===== src/dwpr_pkg.sv =====
package dwpr_pkg;

  // ****************************************
  // Clock and timing
  // ****************************************
  localparam int CLK_PERIOD_NS = 8;
  localparam int POWERUP_PAUSE_US = 200;
  localparam int POWERUP_PAUSE_CYC = (POWERUP_PAUSE_US * 1000 + CLK_PERIOD_NS - 1) / CLK_PERIOD_NS;
  localparam int REFRESH_PERIOD_MS = 4;
  localparam int ROW_INTERVAL_NS = 15600;
  localparam int ROW_INTERVAL_CYC = ROW_INTERVAL_NS / CLK_PERIOD_NS;
  localparam int ROW_ACTIVE_MAX_US = 10;
  localparam int ROW_ACTIVE_MAX_CYC = ROW_ACTIVE_MAX_US * 1000 / CLK_PERIOD_NS;
  localparam int IDLE_LIMIT_CYC = REFRESH_PERIOD_MS * 1000000 / CLK_PERIOD_NS;
  // Strobe phase lengths in ns (minimums, rounded up to cycles)
  localparam int ROW_PRECHARGE_TIME_NS = 100;
  localparam int ROW_PRECHARGE_CYC = (ROW_PRECHARGE_TIME_NS + CLK_PERIOD_NS - 1) / CLK_PERIOD_NS;
  localparam int ROW_TO_COLUMN_DELAY_NS = 25;
  localparam int ROW_TO_COLUMN_CYC = (ROW_TO_COLUMN_DELAY_NS + CLK_PERIOD_NS - 1) / CLK_PERIOD_NS;
  localparam int ROW_ACCESS_TIME_NS = 150;
  localparam int ROW_ACCESS_CYC = (ROW_ACCESS_TIME_NS + CLK_PERIOD_NS - 1) / CLK_PERIOD_NS;
  localparam int COLUMN_ACTIVE_TIME_NS = 75;
  localparam int COLUMN_ACTIVE_CYC = (COLUMN_ACTIVE_TIME_NS + CLK_PERIOD_NS - 1) / CLK_PERIOD_NS;
  localparam int WRITE_LEAD_NS = 45;
  localparam int WRITE_LEAD_CYC = (WRITE_LEAD_NS + CLK_PERIOD_NS - 1) / CLK_PERIOD_NS;
  localparam int COLUMN_BEFORE_ROW_SETUP_NS = 10;
  localparam int COLUMN_BEFORE_ROW_SETUP_CYC =
    (COLUMN_BEFORE_ROW_SETUP_NS + CLK_PERIOD_NS - 1) / CLK_PERIOD_NS;
  localparam int WAKE_CYCLES = 8;
  localparam int TIMER_W = 20;

  // ****************************************
  // Geometry
  // ****************************************
  localparam int ADDR_W = 8;
  localparam int DATA_W = 4;
  localparam int ROWS = 256;

  // ****************************************
  // Commands
  // ****************************************
  typedef enum logic [2:0] {
    DWPR_CMD_READ = 3'h0,
    DWPR_CMD_EARLY_WRITE = 3'h1,
    DWPR_CMD_LATE_WRITE = 3'h2,
    DWPR_CMD_RMW = 3'h3,
    DWPR_CMD_ROW_REFRESH = 3'h4,
    DWPR_CMD_CBR_REFRESH = 3'h5,
    DWPR_CMD_HIDDEN_REFRESH = 3'h6,
    DWPR_CMD_COUNTER_TEST = 3'h7
  } dwpr_cmd_e;

endpackage : dwpr_pkg


===== src/dwpr_ctrl.sv =====
// Notes on behaviour
// Early write: write strobe low before column
// Hold both strobes the write lead after
// Late write: write strobe after column strobe
// Late write delay bounded by row active
// Output gate high before driving late data
// Early write leaves device output floating
// Shared bus: use early writes only
// Read-modify-write: read, then write strobe
// Page: row held, column strobe cycled
// Page starts row then column, shorter cycles
// Page may mix read, write, modify
// Refresh all 256 rows every 4 ms
// Ordinary access refreshes its row
// Row-only refresh keeps column strobe high
// Column before row uses internal counter
// Device counter advances per such refresh
// Hidden refresh: column low, row cycled
// Counter test: internal row, external column
// Eight column-first refreshes before counter test
// Counter test procedure left to requester
// Power-up pause, eight wake cycles, idle rewake
// Read data valid only while column, gate low
// Row then column on eight address pins
// Four data bits per location
`timescale 1ns/1ps
`default_nettype none
module dwpr_ctrl (
  input wire logic sys_clk,
  input wire logic rst,
  input wire logic req_valid,
  input wire logic [2:0] req_cmd,
  input wire logic [7:0] req_row,
  input wire logic [7:0] req_col,
  input wire logic [3:0] req_wdata,
  input wire logic req_page_next,
  output logic req_ready,
  output logic rsp_valid,
  output logic [3:0] rsp_rdata,
  output logic init_done,
  output logic row_strobe_n,
  output logic column_strobe_n,
  output logic write_strobe_n,
  output logic output_gate_n,
  output logic [7:0] mem_addr,
  output logic [3:0] mem_dq_out,
  output logic mem_dq_oe,
  input wire logic [3:0] mem_dq_in
);

  // ****************************************
  // State
  // ****************************************
  typedef enum logic [3:0] {
    ST_PAUSE = 4'h0,
    ST_WAKE = 4'h1,
    ST_IDLE = 4'h2,
    ST_ROW = 4'h3,
    ST_COL = 4'h4,
    ST_LATE = 4'h5,
    ST_LEAD = 4'h6,
    ST_PAGE = 4'h7,
    ST_PRE = 4'h8,
    ST_CBR_SETUP = 4'h9,
    ST_CBR_ROW = 4'ha,
    ST_HID_PRE = 4'hb
  } dwpr_st_e;

  typedef struct packed {
    dwpr_st_e st;
    logic [2:0] cmd;
    logic [7:0] col;
    logic [3:0] wdata;
    logic [3:0] wake_cnt;
    logic [3:0] cbr_cnt;
    logic [7:0] ref_row;
    logic ref_due;
    logic [19:0] ref_tmr;
    logic [19:0] idle_tmr;
    logic need_wake;
    logic ras_n;
    logic cas_n;
    logic we_n;
    logic oe_n;
    logic [7:0] addr;
    logic [3:0] dq;
    logic dq_oe;
    logic ready;
    logic rvalid;
    logic [3:0] rdata;
    logic init;
  } dwpr_ctl_s;

  dwpr_ctl_s s_r;
  dwpr_ctl_s s_nxt;
  logic tmr_load;
  logic [dwpr_pkg::TIMER_W-1:0] tmr_val;
  logic tmr_done;
  logic [3:0] dq_s1_r;
  logic [3:0] dq_s2_r;
  logic [3:0] dq_s3_r;
  logic boot_r;

  // Phase timer shared by every strobe interval
  dwpr_timer u_tmr (
    .sys_clk(sys_clk),
    .rst(rst),
    .load(tmr_load),
    .load_val(tmr_val),
    .done(tmr_done)
  );

  // Data pins come from another domain
  always_ff @(posedge sys_clk or posedge rst) begin
    if (rst) begin
      dq_s1_r <= 4'h0;
      dq_s2_r <= 4'h0;
      dq_s3_r <= 4'h0;
    end else begin
      dq_s1_r <= mem_dq_in;
      dq_s2_r <= dq_s1_r;
      dq_s3_r <= dq_s2_r;
    end
  end

  function automatic logic is_write(input logic [2:0] c);
    return c == 3'(dwpr_pkg::DWPR_CMD_EARLY_WRITE) || c == 3'(dwpr_pkg::DWPR_CMD_LATE_WRITE);
  endfunction : is_write

  // ****************************************
  // Sequencer
  // ****************************************
  always_comb begin
    s_nxt = s_r;
    s_nxt.rvalid = 1'b0;
    s_nxt.ready = 1'b0;
    tmr_load = 1'b0;
    tmr_val = '0;
    // Refresh interval and idle watchdog
    if (s_r.ref_tmr == 20'h00000) begin
      s_nxt.ref_due = 1'b1;
      s_nxt.ref_tmr = 20'(dwpr_pkg::ROW_INTERVAL_CYC - 1);
    end else begin
      s_nxt.ref_tmr = s_r.ref_tmr - 20'h00001;
    end
    if (s_r.ras_n && s_r.idle_tmr != 20'h00000) begin
      s_nxt.idle_tmr = s_r.idle_tmr - 20'h00001;
    end else if (!s_r.ras_n) begin
      s_nxt.idle_tmr = 20'(dwpr_pkg::IDLE_LIMIT_CYC - 1);
    end
    if (s_r.idle_tmr == 20'h00001 && s_r.ras_n) begin
      s_nxt.need_wake = 1'b1;
    end
    unique case (s_r.st)
      ST_PAUSE: begin
        // Pause timer loaded on the first cycle out of reset
        if (boot_r) begin
          tmr_load = 1'b1;
          tmr_val = 20'(dwpr_pkg::POWERUP_PAUSE_CYC);
        end else if (tmr_done) begin
          s_nxt.st = ST_WAKE;
          s_nxt.wake_cnt = 4'h0;
        end
      end
      ST_WAKE: begin
        // Row-only cycles with column strobe parked high
        if (tmr_done && s_r.ras_n && s_r.wake_cnt == 4'(dwpr_pkg::WAKE_CYCLES)) begin
          s_nxt.st = ST_IDLE;
          s_nxt.init = 1'b1;
          s_nxt.need_wake = 1'b0;
          s_nxt.ready = 1'b1;
        end else if (tmr_done || s_r.wake_cnt == 4'h0 && s_r.ras_n && !s_r.dq_oe) begin
          s_nxt.ras_n = !s_r.ras_n;
          if (!s_r.ras_n) begin
            s_nxt.wake_cnt = s_r.wake_cnt + 4'h1;
          end
          s_nxt.dq_oe = 1'b1;
          tmr_load = 1'b1;
          tmr_val = s_r.ras_n ? 20'(dwpr_pkg::ROW_ACCESS_CYC) :
            20'(dwpr_pkg::ROW_PRECHARGE_CYC);
        end
      end
      ST_IDLE: begin
        s_nxt.dq_oe = 1'b0;
        if (s_r.need_wake) begin
          s_nxt.st = ST_WAKE;
          s_nxt.wake_cnt = 4'h0;
        end else if (s_r.ref_due) begin
          // Row-only refresh; column strobe stays high
          s_nxt.ref_due = 1'b0;
          s_nxt.cmd = 3'(dwpr_pkg::DWPR_CMD_ROW_REFRESH);
          s_nxt.addr = s_r.ref_row;
          s_nxt.ref_row = s_r.ref_row + 8'h01;
          s_nxt.ras_n = 1'b0;
          s_nxt.st = ST_LEAD;
          tmr_load = 1'b1;
          tmr_val = 20'(dwpr_pkg::ROW_ACCESS_CYC);
        end else if (req_valid && s_r.ready) begin
          s_nxt.cmd = req_cmd;
          s_nxt.col = req_col;
          s_nxt.wdata = req_wdata;
          if (req_cmd == 3'(dwpr_pkg::DWPR_CMD_CBR_REFRESH) ||
              req_cmd == 3'(dwpr_pkg::DWPR_CMD_HIDDEN_REFRESH) ||
              (req_cmd == 3'(dwpr_pkg::DWPR_CMD_COUNTER_TEST) &&
               s_r.cbr_cnt == 4'(dwpr_pkg::WAKE_CYCLES))) begin
            s_nxt.cas_n = 1'b0;
            // Gate low only where the test cycle reads
            s_nxt.oe_n = req_cmd != 3'(dwpr_pkg::DWPR_CMD_COUNTER_TEST);
            s_nxt.addr = req_col;
            s_nxt.st = ST_CBR_SETUP;
            tmr_load = 1'b1;
            tmr_val = 20'(dwpr_pkg::COLUMN_BEFORE_ROW_SETUP_CYC);
          end else if (req_cmd == 3'(dwpr_pkg::DWPR_CMD_COUNTER_TEST)) begin
            // Too few initialising refreshes: run one instead
            s_nxt.cmd = 3'(dwpr_pkg::DWPR_CMD_CBR_REFRESH);
            s_nxt.cas_n = 1'b0;
            s_nxt.st = ST_CBR_SETUP;
            tmr_load = 1'b1;
            tmr_val = 20'(dwpr_pkg::COLUMN_BEFORE_ROW_SETUP_CYC);
          end else if (req_cmd == 3'(dwpr_pkg::DWPR_CMD_ROW_REFRESH)) begin
            // Requested row-only refresh; no column phase, no answer
            s_nxt.addr = req_row;
            s_nxt.ras_n = 1'b0;
            s_nxt.st = ST_LEAD;
            tmr_load = 1'b1;
            tmr_val = 20'(dwpr_pkg::ROW_ACCESS_CYC);
          end else begin
            s_nxt.addr = req_row;
            s_nxt.ras_n = 1'b0;
            s_nxt.st = ST_ROW;
            tmr_load = 1'b1;
            tmr_val = 20'(dwpr_pkg::ROW_TO_COLUMN_CYC);
          end
        end else begin
          s_nxt.ready = 1'b1;
        end
      end
      ST_ROW: begin
        if (tmr_done) begin
          s_nxt.addr = s_r.col;
          s_nxt.oe_n = is_write(s_r.cmd) ? 1'b1 : 1'b0;
          if (s_r.cmd == 3'(dwpr_pkg::DWPR_CMD_EARLY_WRITE)) begin
            s_nxt.we_n = 1'b0;
            s_nxt.dq = s_r.wdata;
            s_nxt.dq_oe = 1'b1;
          end
          s_nxt.st = ST_COL;
        end
      end
      ST_COL: begin
        // Column strobe falls one cycle after write setup
        if (s_r.cas_n) begin
          s_nxt.cas_n = 1'b0;
          tmr_load = 1'b1;
          tmr_val = s_r.cmd == 3'(dwpr_pkg::DWPR_CMD_EARLY_WRITE) ?
            20'(dwpr_pkg::WRITE_LEAD_CYC) : 20'(dwpr_pkg::ROW_ACCESS_CYC);
        end else if (tmr_done) begin
          if (s_r.cmd == 3'(dwpr_pkg::DWPR_CMD_EARLY_WRITE)) begin
            s_nxt.st = ST_PAGE;
            s_nxt.rvalid = 1'b1;
          end else begin
            // Unlatched data captured while both strobes low
            s_nxt.rdata = dq_s3_r;
            s_nxt.rvalid = s_r.cmd != 3'(dwpr_pkg::DWPR_CMD_LATE_WRITE);
            s_nxt.st = s_r.cmd == 3'(dwpr_pkg::DWPR_CMD_READ) ? ST_PAGE : ST_LATE;
          end
        end
      end
      ST_LATE: begin
        // Gate high first so the device output floats
        s_nxt.oe_n = 1'b1;
        if (s_r.oe_n) begin
          s_nxt.dq = s_r.wdata;
          s_nxt.dq_oe = 1'b1;
        end
        // Data settles a cycle before the write strobe edge
        if (s_r.dq_oe) begin
          s_nxt.we_n = 1'b0;
          s_nxt.st = ST_LEAD;
          tmr_load = 1'b1;
          tmr_val = 20'(dwpr_pkg::WRITE_LEAD_CYC);
        end
      end
      ST_LEAD: begin
        if (tmr_done) begin
          s_nxt.rvalid = s_r.cmd == 3'(dwpr_pkg::DWPR_CMD_LATE_WRITE);
          s_nxt.st = s_r.cmd == 3'(dwpr_pkg::DWPR_CMD_ROW_REFRESH) ? ST_PRE : ST_PAGE;
        end
      end
      ST_PAGE: begin
        // Row stays low; another column may follow at once
        s_nxt.cas_n = 1'b1;
        s_nxt.we_n = 1'b1;
        s_nxt.oe_n = 1'b1;
        s_nxt.dq_oe = 1'b0;
        if (s_r.cas_n && req_valid && req_page_next && !s_r.ref_due &&
            req_cmd <= 3'(dwpr_pkg::DWPR_CMD_RMW)) begin
          s_nxt.cmd = req_cmd;
          s_nxt.col = req_col;
          s_nxt.wdata = req_wdata;
          s_nxt.addr = req_col;
          s_nxt.oe_n = is_write(req_cmd) ? 1'b1 : 1'b0;
          if (req_cmd == 3'(dwpr_pkg::DWPR_CMD_EARLY_WRITE)) begin
            s_nxt.we_n = 1'b0;
            s_nxt.dq = req_wdata;
            s_nxt.dq_oe = 1'b1;
          end
          s_nxt.st = ST_COL;
        end else if (s_r.cas_n) begin
          s_nxt.st = ST_PRE;
          s_nxt.ras_n = 1'b1;
          tmr_load = 1'b1;
          tmr_val = 20'(dwpr_pkg::ROW_PRECHARGE_CYC);
        end
      end
      ST_CBR_SETUP: begin
        if (tmr_done) begin
          s_nxt.ras_n = 1'b0;
          s_nxt.st = ST_CBR_ROW;
          tmr_load = 1'b1;
          tmr_val = 20'(dwpr_pkg::ROW_ACCESS_CYC);
        end
      end
      ST_CBR_ROW: begin
        if (tmr_done) begin
          if (s_r.cmd == 3'(dwpr_pkg::DWPR_CMD_COUNTER_TEST)) begin
            s_nxt.rdata = dq_s3_r;
            s_nxt.rvalid = 1'b1;
            s_nxt.st = ST_LATE;
          end else begin
            // Device advances its own counter here
            if (s_r.cbr_cnt != 4'(dwpr_pkg::WAKE_CYCLES)) begin
              s_nxt.cbr_cnt = s_r.cbr_cnt + 4'h1;
            end
            s_nxt.cas_n = 1'b1;
            s_nxt.ras_n = 1'b1;
            s_nxt.st = ST_PRE;
            tmr_load = 1'b1;
            tmr_val = 20'(dwpr_pkg::ROW_PRECHARGE_CYC);
          end
        end
      end
      ST_PRE: begin
        s_nxt.ras_n = 1'b1;
        s_nxt.cas_n = 1'b1;
        s_nxt.dq_oe = 1'b0;
        if (tmr_done) begin
          s_nxt.st = ST_IDLE;
          s_nxt.ready = 1'b1;
          s_nxt.rvalid = s_r.cmd == 3'(dwpr_pkg::DWPR_CMD_CBR_REFRESH);
        end else if (!s_r.ras_n) begin
          tmr_load = 1'b1;
          tmr_val = 20'(dwpr_pkg::ROW_PRECHARGE_CYC);
        end
      end
      default: begin
        s_nxt.st = ST_IDLE; // Unused codes recover to idle
      end
    endcase
    // Never offer ready while a refresh or rewake would win the slot
    if (s_nxt.ref_due || s_nxt.need_wake) begin
      s_nxt.ready = 1'b0;
    end
  end

  // Marks the first cycle out of reset to start the pause
  always_ff @(posedge sys_clk or posedge rst) begin
    if (rst) begin
      boot_r <= 1'b1;
    end else begin
      boot_r <= 1'b0;
    end
  end

  always_ff @(posedge sys_clk or posedge rst) begin
    if (rst) begin
      s_r <= '{st: ST_PAUSE, ras_n: 1'b1, cas_n: 1'b1, we_n: 1'b1, oe_n: 1'b1,
        ref_tmr: 20'(dwpr_pkg::ROW_INTERVAL_CYC - 1),
        idle_tmr: 20'(dwpr_pkg::IDLE_LIMIT_CYC - 1), default: '0};
    end else begin
      s_r <= s_nxt;
    end
  end

  // Outputs straight from the state register
  assign req_ready = s_r.ready;
  assign rsp_valid = s_r.rvalid;
  assign rsp_rdata = s_r.rdata;
  assign init_done = s_r.init;
  assign row_strobe_n = s_r.ras_n;
  assign column_strobe_n = s_r.cas_n;
  assign write_strobe_n = s_r.we_n;
  assign output_gate_n = s_r.oe_n;
  assign mem_addr = s_r.addr;
  assign mem_dq_out = s_r.dq;
  assign mem_dq_oe = s_r.dq_oe;

  // ****************************************
  // Checks
  // ****************************************
  column_high_row_refresh_a: assert property (@(posedge sys_clk) disable iff (rst)
    (s_r.cmd == 3'(dwpr_pkg::DWPR_CMD_ROW_REFRESH) && !s_r.ras_n) |-> s_r.cas_n)
    else $error("column strobe low in row-only refresh");
  early_write_order_a: assert property (@(posedge sys_clk) disable iff (rst)
    $fell(s_r.cas_n) && s_r.cmd == 3'(dwpr_pkg::DWPR_CMD_EARLY_WRITE) |-> !s_r.we_n)
    else $error("early write strobe not low at column fall");
  write_lead_a: assert property (@(posedge sys_clk) disable iff (rst)
    $fell(s_r.we_n) |-> (!s_r.ras_n)[*5])
    else $error("row strobe released inside write lead");
  gate_before_data_a: assert property (@(posedge sys_clk) disable iff (rst)
    $rose(s_r.dq_oe) && !s_r.ras_n |-> s_r.oe_n)
    else $error("data driven with output gate low");
  cbr_setup_a: assert property (@(posedge sys_clk) disable iff (rst)
    $fell(s_r.ras_n) && s_r.st == ST_CBR_ROW |-> $past(!s_r.cas_n, 2))
    else $error("column strobe not set up before row");
  counter_test_init_a: assert property (@(posedge sys_clk) disable iff (rst)
    s_r.st == ST_CBR_ROW && s_r.cmd == 3'(dwpr_pkg::DWPR_CMD_COUNTER_TEST) |->
    s_r.cbr_cnt == 4'h8)
    else $error("counter test before eight refreshes");
  refresh_served_a: assert property (@(posedge sys_clk) disable iff (rst)
    s_r.ref_due && s_r.st == ST_IDLE && !s_r.need_wake |=> !s_r.ref_due)
    else $error("due refresh not started");
  wake_before_ready_a: assert property (@(posedge sys_clk) disable iff (rst)
    $rose(s_r.init) |-> s_r.wake_cnt == 4'h8)
    else $error("ready before eight wake cycles");
  cv_page_c: cover property (@(posedge sys_clk) s_r.st == ST_PAGE ##1 s_r.st == ST_COL);
  cv_rmw_c: cover property (@(posedge sys_clk) s_r.cmd == 3'(dwpr_pkg::DWPR_CMD_RMW) &&
    $fell(s_r.we_n));
  cv_cbr_c: cover property (@(posedge sys_clk) s_r.st == ST_CBR_ROW);

endmodule : dwpr_ctrl
`default_nettype wire


===== src/dwpr_timer.sv =====
`timescale 1ns/1ps
`default_nettype none
// ****************************************
// Down-counter with one-cycle done pulse
// ****************************************
module dwpr_timer (
  input wire logic sys_clk,
  input wire logic rst,
  input wire logic load,
  input wire logic [dwpr_pkg::TIMER_W-1:0] load_val,
  output logic done
);

  typedef struct packed {
    logic [dwpr_pkg::TIMER_W-1:0] cnt;
    logic busy;
    logic done;
  } dwpr_tmr_s;

  dwpr_tmr_s st_r;
  dwpr_tmr_s st_nxt;

  // Load wins over a running count
  always_comb begin
    st_nxt = st_r;
    st_nxt.done = 1'b0;
    if (load) begin
      st_nxt.cnt = load_val;
      st_nxt.busy = 1'b1;
    end else if (st_r.busy) begin
      if (st_r.cnt <= 20'h00001) begin
        st_nxt.busy = 1'b0;
        st_nxt.done = 1'b1;
      end else begin
        st_nxt.cnt = st_r.cnt - 20'h00001;
      end
    end
  end

  always_ff @(posedge sys_clk or posedge rst) begin
    if (rst) begin
      st_r <= '0;
    end else begin
      st_r <= st_nxt;
    end
  end

  assign done = st_r.done;

endmodule : dwpr_timer
`default_nettype wire


===== config.mk =====
export PLATFORM = sky130hd
export DESIGN_NAME = dwpr_ctrl
export DESIGN_NICKNAME = d
export VERILOG_FILES = /design/src/dwpr_pkg.sv /design/src/dwpr_ctrl.sv /design/src/dwpr_timer.sv
export SDC_FILE = /design/constraint.sdc
export NUM_CORES = 1
export LEC_CHECK = 0
export BUFFER_PORTS_ARGS = -buffer_cell sky130_fd_sc_hd__buf_2
export CAP_MARGIN = 15
export CORE_ASPECT_RATIO = 0.7
export CORE_UTILIZATION = 30
export CTS_CLUSTER_SIZE = 16
export DETAILED_ROUTE_END_ITERATION = 8
export GPL_ROUTABILITY_DRIVEN = 1
export HOLD_SLACK_MARGIN = 0.12
export PLACE_DENSITY = 0.53
export SETUP_SLACK_MARGIN = 0.2
export SYNTH_ARGS = -nofsm -noshare
export SYNTH_HDL_FRONTEND = slang
export SYNTH_SLANG_ARGS = --single-unit

===== constraint.sdc =====
create_clock -name sys_clk -period 5.5 [get_ports sys_clk]
set_clock_uncertainty 0.05 [all_clocks]
set_input_delay 1.1 -clock sys_clk [delete_from_list [all_inputs] [get_ports sys_clk]]
set_output_delay 1.1 -clock sys_clk [all_outputs]
set_load 0.005 [all_outputs]

# Word-level counts from Yosys, hierarchy flattened
# Index checks and enable logic that the tools add are counted.
dict set report totals {
  output_inout_bits 24
  in_bits 31
  ramBits 0
  memories 0
  rom_bits 0
  latchBits 0
  ff_bits 136
  word_cells 302
}
dict set report classes {
  eq_ne 64
  n_shift 0
  n_bitwise 2
  reduce_logical 54
  n_div 0
  multipliers 0
  add_sub_neg 6
  order_cmp 2
  n_mux 145
}
# operator count
set ops {}
lappend ops {{$mux 20} 11}
lappend ops {{$pmux 20 s9} 1}
lappend ops {{$mux 4} 29}
lappend ops {{$mux 15} 5}
lappend ops {{$mux 5} 14}
lappend ops {{$sub 20x1->20 const B} 3}
lappend ops {{$mux 1} 49}
lappend ops {{$ne 2x2->1 const B} 22}
lappend ops {{$pmux 4 s11} 1}
lappend ops {{$pmux 15 s2} 1}
lappend ops {{$reduce_and 6->1} 5}
lappend ops {{$mux 8} 3}
lappend ops {{$pmux 4 s3} 2}
lappend ops {{$pmux 8 s3} 1}
lappend ops {{$mux 22} 1}
lappend ops {{$eq 3x3->1 const B} 7}
lappend ops {{$mux 21} 1}
lappend ops {{$eq 20x1->1 const B} 1}
lappend ops {{$eq 4x4->1 const B} 5}
lappend ops {{$le 20x1->1 const B} 1}
lappend ops {{$logic_not 20->1} 1}
lappend ops {{$reduce_bool 20->1} 1}
lappend ops {{$mux 19} 1}
lappend ops {{$mux 9} 2}
lappend ops {{41 further kinds} 105}

# Logic depth before layout (Yosys ltp)
# Gate-level depths: netlist (run 1).
dict set report depth {
  depth_word 9
  depth_mapped 9
  depth_no_buf 8
}

# Cells and area by module
# From an unflattened synthesis (run 1), not the netlist that was laid out.
dict set report unflattened {
  hier_cells 829
  hier_area_um2 7772.5
}
# mod seq_area_each_um2 cells_per_inst n_inst area_each_um2
set modules_own_cells {}
lappend modules_own_cells {dwpr_ctrl 2882.8 668 1 6382.4}
lappend modules_own_cells {dwpr_timer 550.5 161 1 1390.1}

# Least setup slack after synthesis (run 1)
# OpenSTA, ideal clock, no wires.
dict set report synth_timing {
  path_kind {input -> register}
  from {input port req_cmd[1]}
  to {register s_r, in the netlist mem_addr[0]}
  required_ps 5325
  arrival_ps 2743
  n_path_buf 2
  setup_time_ps 125
  stages 7
  path_slack_ps 2582
  cell_sequence {clkbuf_1 o21ai_0 a31o_2 clkbuf_1 mux2i_1 a21oi_1 mux2_2}
}
dict set report synth_between {
  elab_chain_cells 8
  word_cells_on_any_way 16
  classes_between {order compare: 1; eq/ne: 5; mux: 5; reduce/logical: 5}
}
# item line_no
set synth_lines {}
lappend synth_lines {{from (decl)} dwpr_ctrl.sv:32} ;# input wire logic [2:0] req_cmd,
lappend synth_lines {{$eq 3x3->1, on equally long branches} -}
lappend synth_lines {{$logic_or 1x1->1 / $logic_and 1x1->1 (equally long branches)} {dwpr_ctrl.sv:202, dwpr_ctrl.sv:204}}
lappend synth_lines {{$logic_or 1x1->1} dwpr_ctrl.sv:203} ;# req_cmd == 3'(dwpr_pkg::DWPR_CMD_HIDDEN_REFRESH) ||
lappend synth_lines {{$mux 8} dwpr_ctrl.sv:202} ;# if (req_cmd == 3'(dwpr_pkg::DWPR_CMD_CBR_REFRESH) ||
lappend synth_lines {{$mux 9} dwpr_ctrl.sv:198} ;# end else if (req_valid && s_r.ready) begin
lappend synth_lines {{$mux 8} dwpr_ctrl.sv:188} ;# end else if (s_r.ref_due) begin
lappend synth_lines {{$mux 9} dwpr_ctrl.sv:185} ;# if (s_r.need_wake) begin
lappend synth_lines {{$pmux 8 s3} dwpr_ctrl.sv:154} ;# unique case (s_r.st)
lappend synth_lines {{to (signal assigned)} dwpr_ctrl.sv:377} ;# s_r <= '{st: ST_PAUSE, ras_n: 1'b1, cas_n: 1'b1, we_n: 1'b1, oe_n: 1'b1,
lappend synth_lines {{to (signal assigned)} dwpr_ctrl.sv:381} ;# s_r <= s_nxt;
lappend synth_lines {{to (decl)} dwpr_ctrl.sv:94} ;# dwpr_ctl_s s_r;
# Parallel ways exist; a longest one is shown, timed or not. The select of a mux whose other input is x is not followed.
# A chain may end at the register's enable or synchronous reset.

# Worst setup path after layout (run 1)
dict set report layout_timing {
  from {register s_r[97] (netlist bit)}
  to {register u_tmr.st_r[4] (netlist bit)}
}
dict set report layout_between {
  elab_chain_cells 4
  word_cells_on_any_way 15
  classes_between {eq/ne: 9; mux: 3; reduce/logical: 3}
}
# item line_no
set layout_lines {}
lappend layout_lines {{$eq 4x4->1 (tied with other cells)} dwpr_ctrl.sv:154}
lappend layout_lines {{$pmux 1 s9} dwpr_ctrl.sv:154}
lappend layout_lines {{$ne 2x2->1 (no source line) / $reduce_bool 2->1 (equally long branches)} -}
lappend layout_lines {{$reduce_and 2->1 (no source line)} -}
lappend layout_lines {{to (signal assigned)} dwpr_timer.sv:44} ;# st_r <= st_nxt;
lappend layout_lines {{to (decl)} dwpr_timer.sv:20} ;# dwpr_tmr_s st_r;
# Parallel ways exist; a longest one is shown, timed or not.

==> results of run 1 <==
## state kept, by name, summed over array words and instances (netlist names), 4 cells and up
name and cells:
s_r 77, u_tmr.st_r 21, mem_addr 8, dq_s1_r 4
dq_s2_r 4, dq_s3_r 4, mem_dq_out 4, rsp_rdata 4
## stage by stage
stage | power [mW] | std cells | instance area [um^2]
after detailed placement | 2.85 | 1103 | 7920
after CTS | 4.10 | 1135 | 8550
after global placement | 2.85 | 1103 | 7920
after global routing | 4.35 | 1135 | 8550
after floorplan | 2.52 | 777 | 7460
final | 4.07 | 1135 | 8550
## how the worst min path moves through the flow
stage	end	slack, ns
after detailed placement	dq_s2_r[1]	0.28
after global placement	dq_s2_r[0]	0.28
after floorplan	dq_s2_r[0]	0.28
after CTS	dq_s3_r[3]	0.29
after global routing	dq_s2_r[0]	0.29
final	dq_s3_r[2]	0.29
## metal layers
| metal | part of all wire, % | vias to the layer above |
|---|---|---|
| li1 | - | 2812 |
| met1 | 54 | 2744 |
| met2 | 39 | 152 |
| met3 | 6.0 | 7 |
| met4 | 0.69 | 0 |
| met5 | 0 | - |
## cells by family after synthesis
family          after synthesis
compound gates              157
xor+xnor                     56
fa+ha+maj                    11
buf+inv                      74
flops                       136
mux                          41
other cells                   1
simple gates                301
## worst max-delay path, delay by kind of cell, from the launching register on
kind,cells,cell delay (ns)
AND/OR/NAND/NOR,4,1.23
flip-flops,1,0.79
AO/OA/AOI/OAI,2,0.70
buffers and inverters,1,0.31
## power groups by stage
stage | registers, mW | clock network [mW] | logic (mW)
floorplan | 1.35 | 0 | 1.17
global placement | 1.46 | 0 | 1.39
detailed placement | 1.46 | 0 | 1.38
CTS | 1.45 | 1.26 | 1.39
global route | 1.48 | 1.30 | 1.56
finish | 1.44 | 1.23 | 1.40
## layout make-up
class                   instances  share of cell area [%]
clock inverters                13                    2.28
multi-input cells             567                    43.0
repair buffers                 60                    3.69
clock buffers                  19                    5.18
flip-flops and latches        136                    40.1
inverters                      22                    1.02
well taps                     318                    4.65
## Yosys cell counts (all sizes together) (5+ instances only)
cell | number | area [um^2]
nor3 | 35 | 221
nand2b | 14 | 87.6
clkbuf | 33 | 124
and2 | 10 | 62.6
o21ai | 54 | 270
nand2 | 70 | 263
o31ai | 6 | 45.0
dfrtp | 112 | 2800
inv | 22 | 82.6
a21oi | 41 | 205
nand4b | 5 | 43.8
nand3 | 20 | 100
nor2 | 67 | 254
buf | 19 | 144
or3 | 11 | 68.8
dfstp | 24 | 631
and3 | 6 | 37.5
xor2 | 15 | 131
mux2 | 27 | 304
a31oi | 8 | 50.1
a221o | 8 | 80.1
xnor2 | 41 | 359
or4 | 12 | 98.8
nor4 | 22 | 150
mux2i | 14 | 140
ha | 11 | 138
nor2b | 9 | 56.3
a22o | 6 | 52.6
==> run metrics, run 1 <==
number of I/O pins=55; final period utilization=57.8%; vias in the first global route=between 5k and 6k; number of setup violations in the final report=0; Yosys reg bits=136; Core Util, Final=a little over a third; Fill cells=2400; GRT Total Usage=14.2%; diode count=0; Final Max Slew Viols=0; # DRC=0; met3 usage=3.79%; final hold vios=0; first-pass GRT wire length=28500 um; Final min period=3.18 ns; port bufs=54; switching power share of the total=a little under two fifths; Mapped Area=approximately 7500 um^2; Compound-Gate Fraction of Synth Area=13.2%; GR Util met1=between 20% and 30%; Clk pwr share=30.1%; Worst-path clk slew=0.06 ns; clk root buf=clkbuf_16; Synth Area in Simple Gates=about 22%; Max-slew headroom=30.4%; final setup TNS=0 ns; largest net degree at the start of global routing=between 100 and 150; initial antenna violation count=0; pre-CTS WS=2.13 ns; core area=approximately 24000 um^2; area of the multi-input gates=3680 um^2; Syn. warnings=0; drt pass-1 iters=5; dpl hpwl=12200 um; critical path peak fanout=23; Reg area=between 3000 and 4000 um^2; initial drt markers=592; Flop pwr share=35.5%; crit path max-delay cell type=dfrtp_1; Cell Rows=47; end of the worst register-to-register path=u_tmr.st_r[4]; gr ovfl total=0; Int Pwr=2.57 mW; share of flip-flops with an asynchronous set or reset=100%; Leak=between 3 and 4 nW; pwr dens=between 400 and 500 nW/um^2; CP cell instances=buf_4 > nor2b_1 > and2_1 > and3_1 > a311o_1 > or3b_1 > o2111ai_1; Sw Pwr=between 1 and 1.5 mW; Synth Area in Adders=1.84%; Via-to-Cell Ratio=5.04; Seq/Total Area, Yosys=46.0%; Worst R2R Setup Slack=2.32 ns; worst hold slack=0.289 ns; cells after synthesis=777; Die ar.=25500 um^2; Max Fclk=0.315 GHz; Post-synth top flop=dfrtp_1; Setup crit start=s_r[97]; crit path to=u_tmr.st_r[4]; Setup WS post-layout=2.32 ns; Logic pwr share=between 30 and 40%; largest family of logic cells by synthesized area=simple AND/OR/NAND/NOR gates; post-synthesis xor/xnor area fraction=6.57%; CP endpoint kind=flop; DRT Wirelength=17400 um; via count=5715; outcome=completed; layout cells sized above 1=20.4%; min-delay worst type=reg2reg; area growth from synthesis to layout=14.6%; GP Congestion=0.873; Clk Latency, worst-skew pair=between 0.4 and 0.5 ns; GR peak layer=met1; depth of the CTS H-tree=4; critical path class=reg2reg; R2R cell count=7; post_cts resized=0; Nets=846; setup bufs post-CTS=0; chip height=134 um; max-cap violations=0; Antenna Violating Nets Remaining=0; crit start category=flop; fraction of synthesized area in multiplexers=between 5 and 6%; worst hold path depth=0; Syn Area/Cell=9.61 um^2; CP peak stage delay=approximately 0.79 ns; cts hold-fix bufs=0; Cell variety after synth=72; CTS tree=yes; grt met2 use=between 15 and 20%; CTS buffer count=17; Starting Density=31.0%; peak supply drop=~0.28 mV; Wirelength per Cell=15.4 um; most common cell after layout, fill and taps aside=dfrtp_1; Max Buffers Root-to-Sink=2; number of synthesized flops with an enable pin=0; required time worst endpoint=5.78 ns; Least-Margin Pin Slew=1.03 ns; unrepaired setup endpoints after global routing=no; most frequent cells in the layout=dfrtp_1, nand2_1, nor2_1; FF-to-FF Start=s_r[97]; Arr. time, crit path=about 3.5 ns; hold path start=dq_s2_r[2]; syn nets=between 800 and 900; clock sink count=136; Die Span X=between 150 and 200 um
Power figures use the tool's default switching activity.
==> inputs of run 2 (changes only) <==
Clock period 5.5 ns to 3.1 ns, I/O delays scaled along.
==> run 2 against run 1 <==
  * Count of clock-buffer cells in the layout is 1 lower
  * Register-to-register slack lost 1.9 ns
  * Combinational power increased by 94%
  * Critical path depth shrank 1
  * Cell area rose by 1.8%
  * Hold slack lost 0.040 ns
  * Via count up 1.0%
  * Clock power increased by 75%
  * Routed wire length increased by 3.8%
  * Power rose by 81%
  * Sequential share of layout area down 0.70 points
  * Critical path type unchanged
  * Critical endpoint is now u_tmr.st_r[14]
==> run metrics, run 2 (synthesized netlist as in run 1, its figures left out) <==
Max Fclk=0.373 GHz (was 0.315 GHz); largest net degree at the start of global routing=137 (was 102); gr ovfl total=0 (unchanged); GRT Total Usage=14.9% (was 14.2%); max-cap violations=0 (unchanged); Antenna Violating Nets Remaining=0 (unchanged); Logic pwr share=36.9% (was 34.4%); Via-to-Cell Ratio=5.00 (was 5.04); final period utilization=86.4% (was 57.8%); Die ar.=25500 um^2 (unchanged); crit path to=u_tmr.st_r[14] (was u_tmr.st_r[4]); most common cell after layout, fill and taps aside=dfrtp_1 (unchanged); Int Pwr=4.60 mW (was 2.57 mW); final hold vios=0 (unchanged); first-pass GRT wire length=29900 um (was 28500 um); Leak=3.70 nW (was 3.60 nW); Max-slew headroom=45.2% (was 30.4%); worst hold slack=0.249 ns (was 0.289 ns); outcome=completed (unchanged); clock sink count=136 (unchanged); unrepaired setup endpoints after global routing=no (unchanged); diode count=0 (unchanged); port bufs=54 (unchanged); crit start category=flop (unchanged); number of I/O pins=55 (unchanged); # DRC=0 (unchanged); depth of the CTS H-tree=4 (unchanged); Worst-path clk slew=0.06 ns (about the same); Arr. time, crit path=2.98 ns (was 3.45 ns); Largest register FFs=77 (unchanged); Sw Pwr=2.75 mW (was 1.50 mW); required time worst endpoint=3.41 ns (was 5.78 ns); Biggest register=s_r (unchanged); final setup TNS=0 ns (unchanged); Clk pwr share=29.3% (was 30.1%); CTS buffer count=17 (unchanged); CTS tree=yes (unchanged); Setup crit start=s_r[95] (was s_r[97]); pre-CTS WS=0.212 ns (was 2.13 ns); vias in the first global route=5501 (was 5233); GP Congestion=0.857 (was 0.873); Final Max Slew Viols=0 (unchanged); area growth from synthesis to layout=16.6% (was 14.6%); drt pass-1 iters=5 (unchanged); critical path class=reg2reg (unchanged); setup bufs post-CTS=0 (unchanged); Starting Density=31.0% (unchanged); initial antenna violation count=0 (unchanged); peak supply drop=0.440 mV (was 0.275 mV); area of the multi-input gates=3680 um^2 (unchanged); dpl hpwl=12800 um (was 12200 um); pwr dens=845 nW/um^2 (was 476 nW/um^2); Worst R2R Setup Slack=0.42 ns (was 2.32 ns); Least-Margin Pin Slew=0.821 ns (was 1.03 ns); most frequent cells in the layout=dfrtp_1, nand2_1, nor2_1 (unchanged); min-delay worst type=in2reg (was reg2reg); layout cells sized above 1=22.5% (was 20.4%); Nets=866 (was 846); clk root buf=clkbuf_16 (unchanged); switching power share of the total=37.4% (was 36.8%); cts hold-fix bufs=0 (unchanged); Clk Latency, worst-skew pair=0.43 ns (was 0.42 ns); Wirelength per Cell=15.7 um (was 15.4 um); core area=24100 um^2 (unchanged); Flop pwr share=33.9% (was 35.5%); initial drt markers=423 (was 592); Setup WS post-layout=0.422 ns (was 2.32 ns); Die Span X=191 um (unchanged); FF-to-FF Start=s_r[95] (was s_r[97]); DRT Wirelength=18100 um (was 17400 um); post_cts resized=0 (unchanged); fin cells=1155 (was 1135); chip height=134 um (unchanged); Cell Rows=47 (unchanged); Max Buffers Root-to-Sink=2 (unchanged); number of setup violations in the final report=0 (unchanged); placed instance count=1123 (was 1103); Final min period=2.68 ns (was 3.18 ns); CP endpoint kind=flop (unchanged); Fill cells=2425 (was 2400); via count=5775 (was 5715); critical path peak fanout=18 (was 23); end of the worst register-to-register path=u_tmr.st_r[14] (was u_tmr.st_r[4]); R2R cell count=6 (was 7); Reg area=3430 um^2 (unchanged)
[run 2: through the flow]
step | cell area (um^2) | util [%] | total power, mW
2_1_floorplan | 7470 | - | 4.47
3_3_place_gp | 8080 | 33.6 | 5.20
3_5_place_dp | 8080 | 33.6 | 5.20
4_1_cts | 8700 | 36.2 | 7.40
5_1_grt | 8700 | 36.2 | 7.83
6_report | 8700 | 36.2 | 7.35
[run 2: final cells by class]
type                    instances  area share (%)
multi-input cells             567            42.3
flip-flops and latches        136            39.4
repair buffers                 80            5.49
clock buffers                  18            5.05
well taps                     318            4.57
clock inverters                14            2.17
inverters                      22           0.992
[run 2: worst max-delay path: stages, from the launching register on]
cell and delay, ns:
dfrtp_1 0.47, nand3_1 0.30, and3_1 0.38, a311o_1 0.37, or3b_1 0.66, buf_4 0.27
nor2_1 0.11
[run 2: worst min path at each step]
stage,end,from,cells after the start,slack (ns)
after floorplan,dq_s2_r[0],dq_s1_r[0],0,0.28
after global placement,dq_s2_r[2],dq_s1_r[2],0,0.28
after detailed placement,dq_s2_r[0],dq_s1_r[0],0,0.28
after CTS,dq_s1_r[3],mem_dq_in[3],1,0.24
after global routing,dq_s1_r[3],mem_dq_in[3],1,0.24
final,dq_s1_r[0],mem_dq_in[0],1,0.25
[run 2: power groups by stage]
stage          sequential [mW]  combinational, mW  clock [mW]
6_report                  2.49               2.71        2.15
5_1_grt                   2.55               3.00        2.29
4_1_cts                   2.49               2.70        2.21
3_5_place_dp              2.51               2.69           0
3_3_place_gp              2.51               2.69           0
2_1_floorplan             2.40               2.08           0
[run 2: per-layer routing]
metal | routed length (um) | global-route usage, % | up-vias
li1 | - | - | 2860
met1 | 9920 | 24.0 | 2772
met2 | 7060 | 19.1 | 126
met3 | 932 | 3.61 | 17
met4 | 198 | 3.91 | 0
met5 | 0 | 0 | -
==> inputs of run 3 (changes only) <==
Settings changed: PLACE_DENSITY 0.53 to unset, PLACE_DENSITY_LB_ADDON set to 0.3.
==> run 3 against run 2 <==
  * Worst setup slack better by 0.11 ns
  * Die area did not move
  * Critical path depth rose by 1
  * Sequential power hardly changed
  * Cell count about the same
  * Critical path type unchanged
  * Critical endpoint is now u_tmr.st_r[4]
  * Largest cell class unchanged
  * Largest power group unchanged
  * Highest routed layer unchanged
==> run metrics, run 3 (synthesized netlist as in run 1, its figures left out) <==
core area=24100 um^2 (unchanged); chip height=134 um (unchanged); Biggest register=s_r (unchanged); final hold vios=0 (unchanged); Leak=3.70 nW (about the same); Max Fclk=0.389 GHz (was 0.373 GHz); most common cell after layout, fill and taps aside=dfrtp_1 (unchanged); area growth from synthesis to layout=17.0% (was 16.6%); GRT Total Usage=14.6% (was 14.9%); largest net degree at the start of global routing=81 (was 137); Die Span X=191 um (unchanged); min-delay worst type=in2async (was in2reg); initial drt markers=478 (was 423); post_cts resized=0 (unchanged); crit start category=flop (unchanged); final setup TNS=0 ns (unchanged); CTS tree=yes (unchanged); required time worst endpoint=3.38 ns (was 3.41 ns); CP endpoint kind=flop (unchanged); cts hold-fix bufs=0 (unchanged); Arr. time, crit path=2.85 ns (was 2.98 ns); dpl hpwl=12800 um (about the same); number of setup violations in the final report=0 (unchanged); max-cap violations=0 (unchanged); first-pass GRT wire length=29400 um (was 29900 um); gr ovfl total=0 (unchanged); layout cells sized above 1=22.6% (was 22.5%); Final Max Slew Viols=0 (unchanged); fin cells=1156 (was 1155); via count=5915 (was 5775); DRT Wirelength=18200 um (was 18100 um); Core Util, Final=36.3% (was 36.2%); Via-to-Cell Ratio=5.12 (was 5.00); Die ar.=25500 um^2 (unchanged); diode count=0 (unchanged); peak supply drop=0.459 mV (was 0.440 mV); Max-slew headroom=53.7% (was 45.2%); Antenna Violating Nets Remaining=0 (unchanged); Final min period=2.57 ns (was 2.68 ns); clock sink count=136 (unchanged); CTS buffer count=17 (unchanged); # DRC=0 (unchanged); depth of the CTS H-tree=4 (unchanged); Cell Rows=47 (unchanged); Worst-path clk slew=0.07 ns (was 0.06 ns); Largest register FFs=77 (unchanged); final period utilization=82.9% (was 86.4%); unrepaired setup endpoints after global routing=no (unchanged); clk root buf=clkbuf_16 (unchanged); initial antenna violation count=0 (unchanged); R2R cell count=7 (was 6); placed instance count=1124 (was 1123); Fill cells=2373 (was 2425); drt pass-1 iters=6 (was 5); GP Congestion=0.885 (was 0.857); vias in the first global route=5447 (was 5501); Starting Density=31.0% (unchanged); setup bufs post-CTS=0 (unchanged); Clk Latency, worst-skew pair=0.43 ns (about the same); Wirelength per Cell=15.7 um (about the same); critical path class=reg2reg (unchanged); port bufs=54 (unchanged); Nets=867 (was 866); Least-Margin Pin Slew=0.677 ns (was 0.821 ns); pwr dens=849 nW/um^2 (was 845 nW/um^2); outcome=completed (unchanged); Max Buffers Root-to-Sink=2 (unchanged); number of I/O pins=55 (unchanged); most frequent cells in the layout=dfrtp_1, nand2_1, nor2_1 (unchanged); critical path peak fanout=22 (was 18)
[run 3: changes by cell type in the layout (fill, tap and decap cells not counted), sizes merged]
| cell | change |
|---|---|
| bufinv | +1 |
| clkinvlp | +4 |
| clkinv | -1 |
| inv | -4 |
| buf | +1 |
[run 3: power breakdown]
part	total (mW)	internal, mW	leakage [nW]	switching [mW]
registers	2.52	2.16	1.70	0.357
logic	2.72	1.15	1.70	1.57
clock network	2.18	1.37	0.299	0.808
[run 3: worst max-delay path: stages, from the launching register on]
cell and delay [ns]:
dfrtp_1 0.53, nor2b_1 0.26, and2_1 0.21, and3_1 0.24
a311o_1 0.37, or3b_1 0.36, buf_4 0.22, o2111ai_1 0.22
[run 3: path summary, 6_finish.rpt]
check                      slack [ns]    startpoint              to
min                              0.24           rst         s_r[44]
max in group asynchronous        2.31           rst  write_strobe_n
min reg2reg                      0.30    dq_s2_r[0]      dq_s3_r[0]
max                              0.53      s_r[100]   u_tmr.st_r[4]
max reg2reg                      0.53      s_r[100]   u_tmr.st_r[4]
min in group sys_clk             0.25  mem_dq_in[3]      dq_s1_r[3]
[run 3: per-stage QoR]
stage	power, mW	setup slack (ns)	area [um^2]	hold WS, ns
3_3_place_gp	5.19	0.518	8100	0.283
3_5_place_dp	5.21	0.453	8100	0.286
2_1_floorplan	4.47	0.639	7470	0.281
4_1_cts	7.45	0.541	8730	0.226
6_report	7.42	0.530	8730	0.236
5_1_grt	7.88	0.417	8730	0.236
[run 3: metal layers]
metal	GRT usage, %	wire length [um]
met5	0	0
met4	5.20	250
met3	3.14	1120
met2	19.3	7260
met1	22.8	9560
[run 3: cell type report]
| cell class | instances | area (um^2) | share of cell area (%) |
|---|---|---|---|
| Inverter | 22 | 86.3 | 0.988 |
| Timing Repair Buffer | 81 | 498 | 5.70 |
| Tap cell | 318 | 398 | 4.56 |
| Clock buffer | 18 | 439 | 5.03 |
| Sequential cell | 136 | 3430 | 39.3 |
| Clock inverter | 14 | 199 | 2.28 |
| Multi-Input combinational cell | 567 | 3680 | 42.1 |
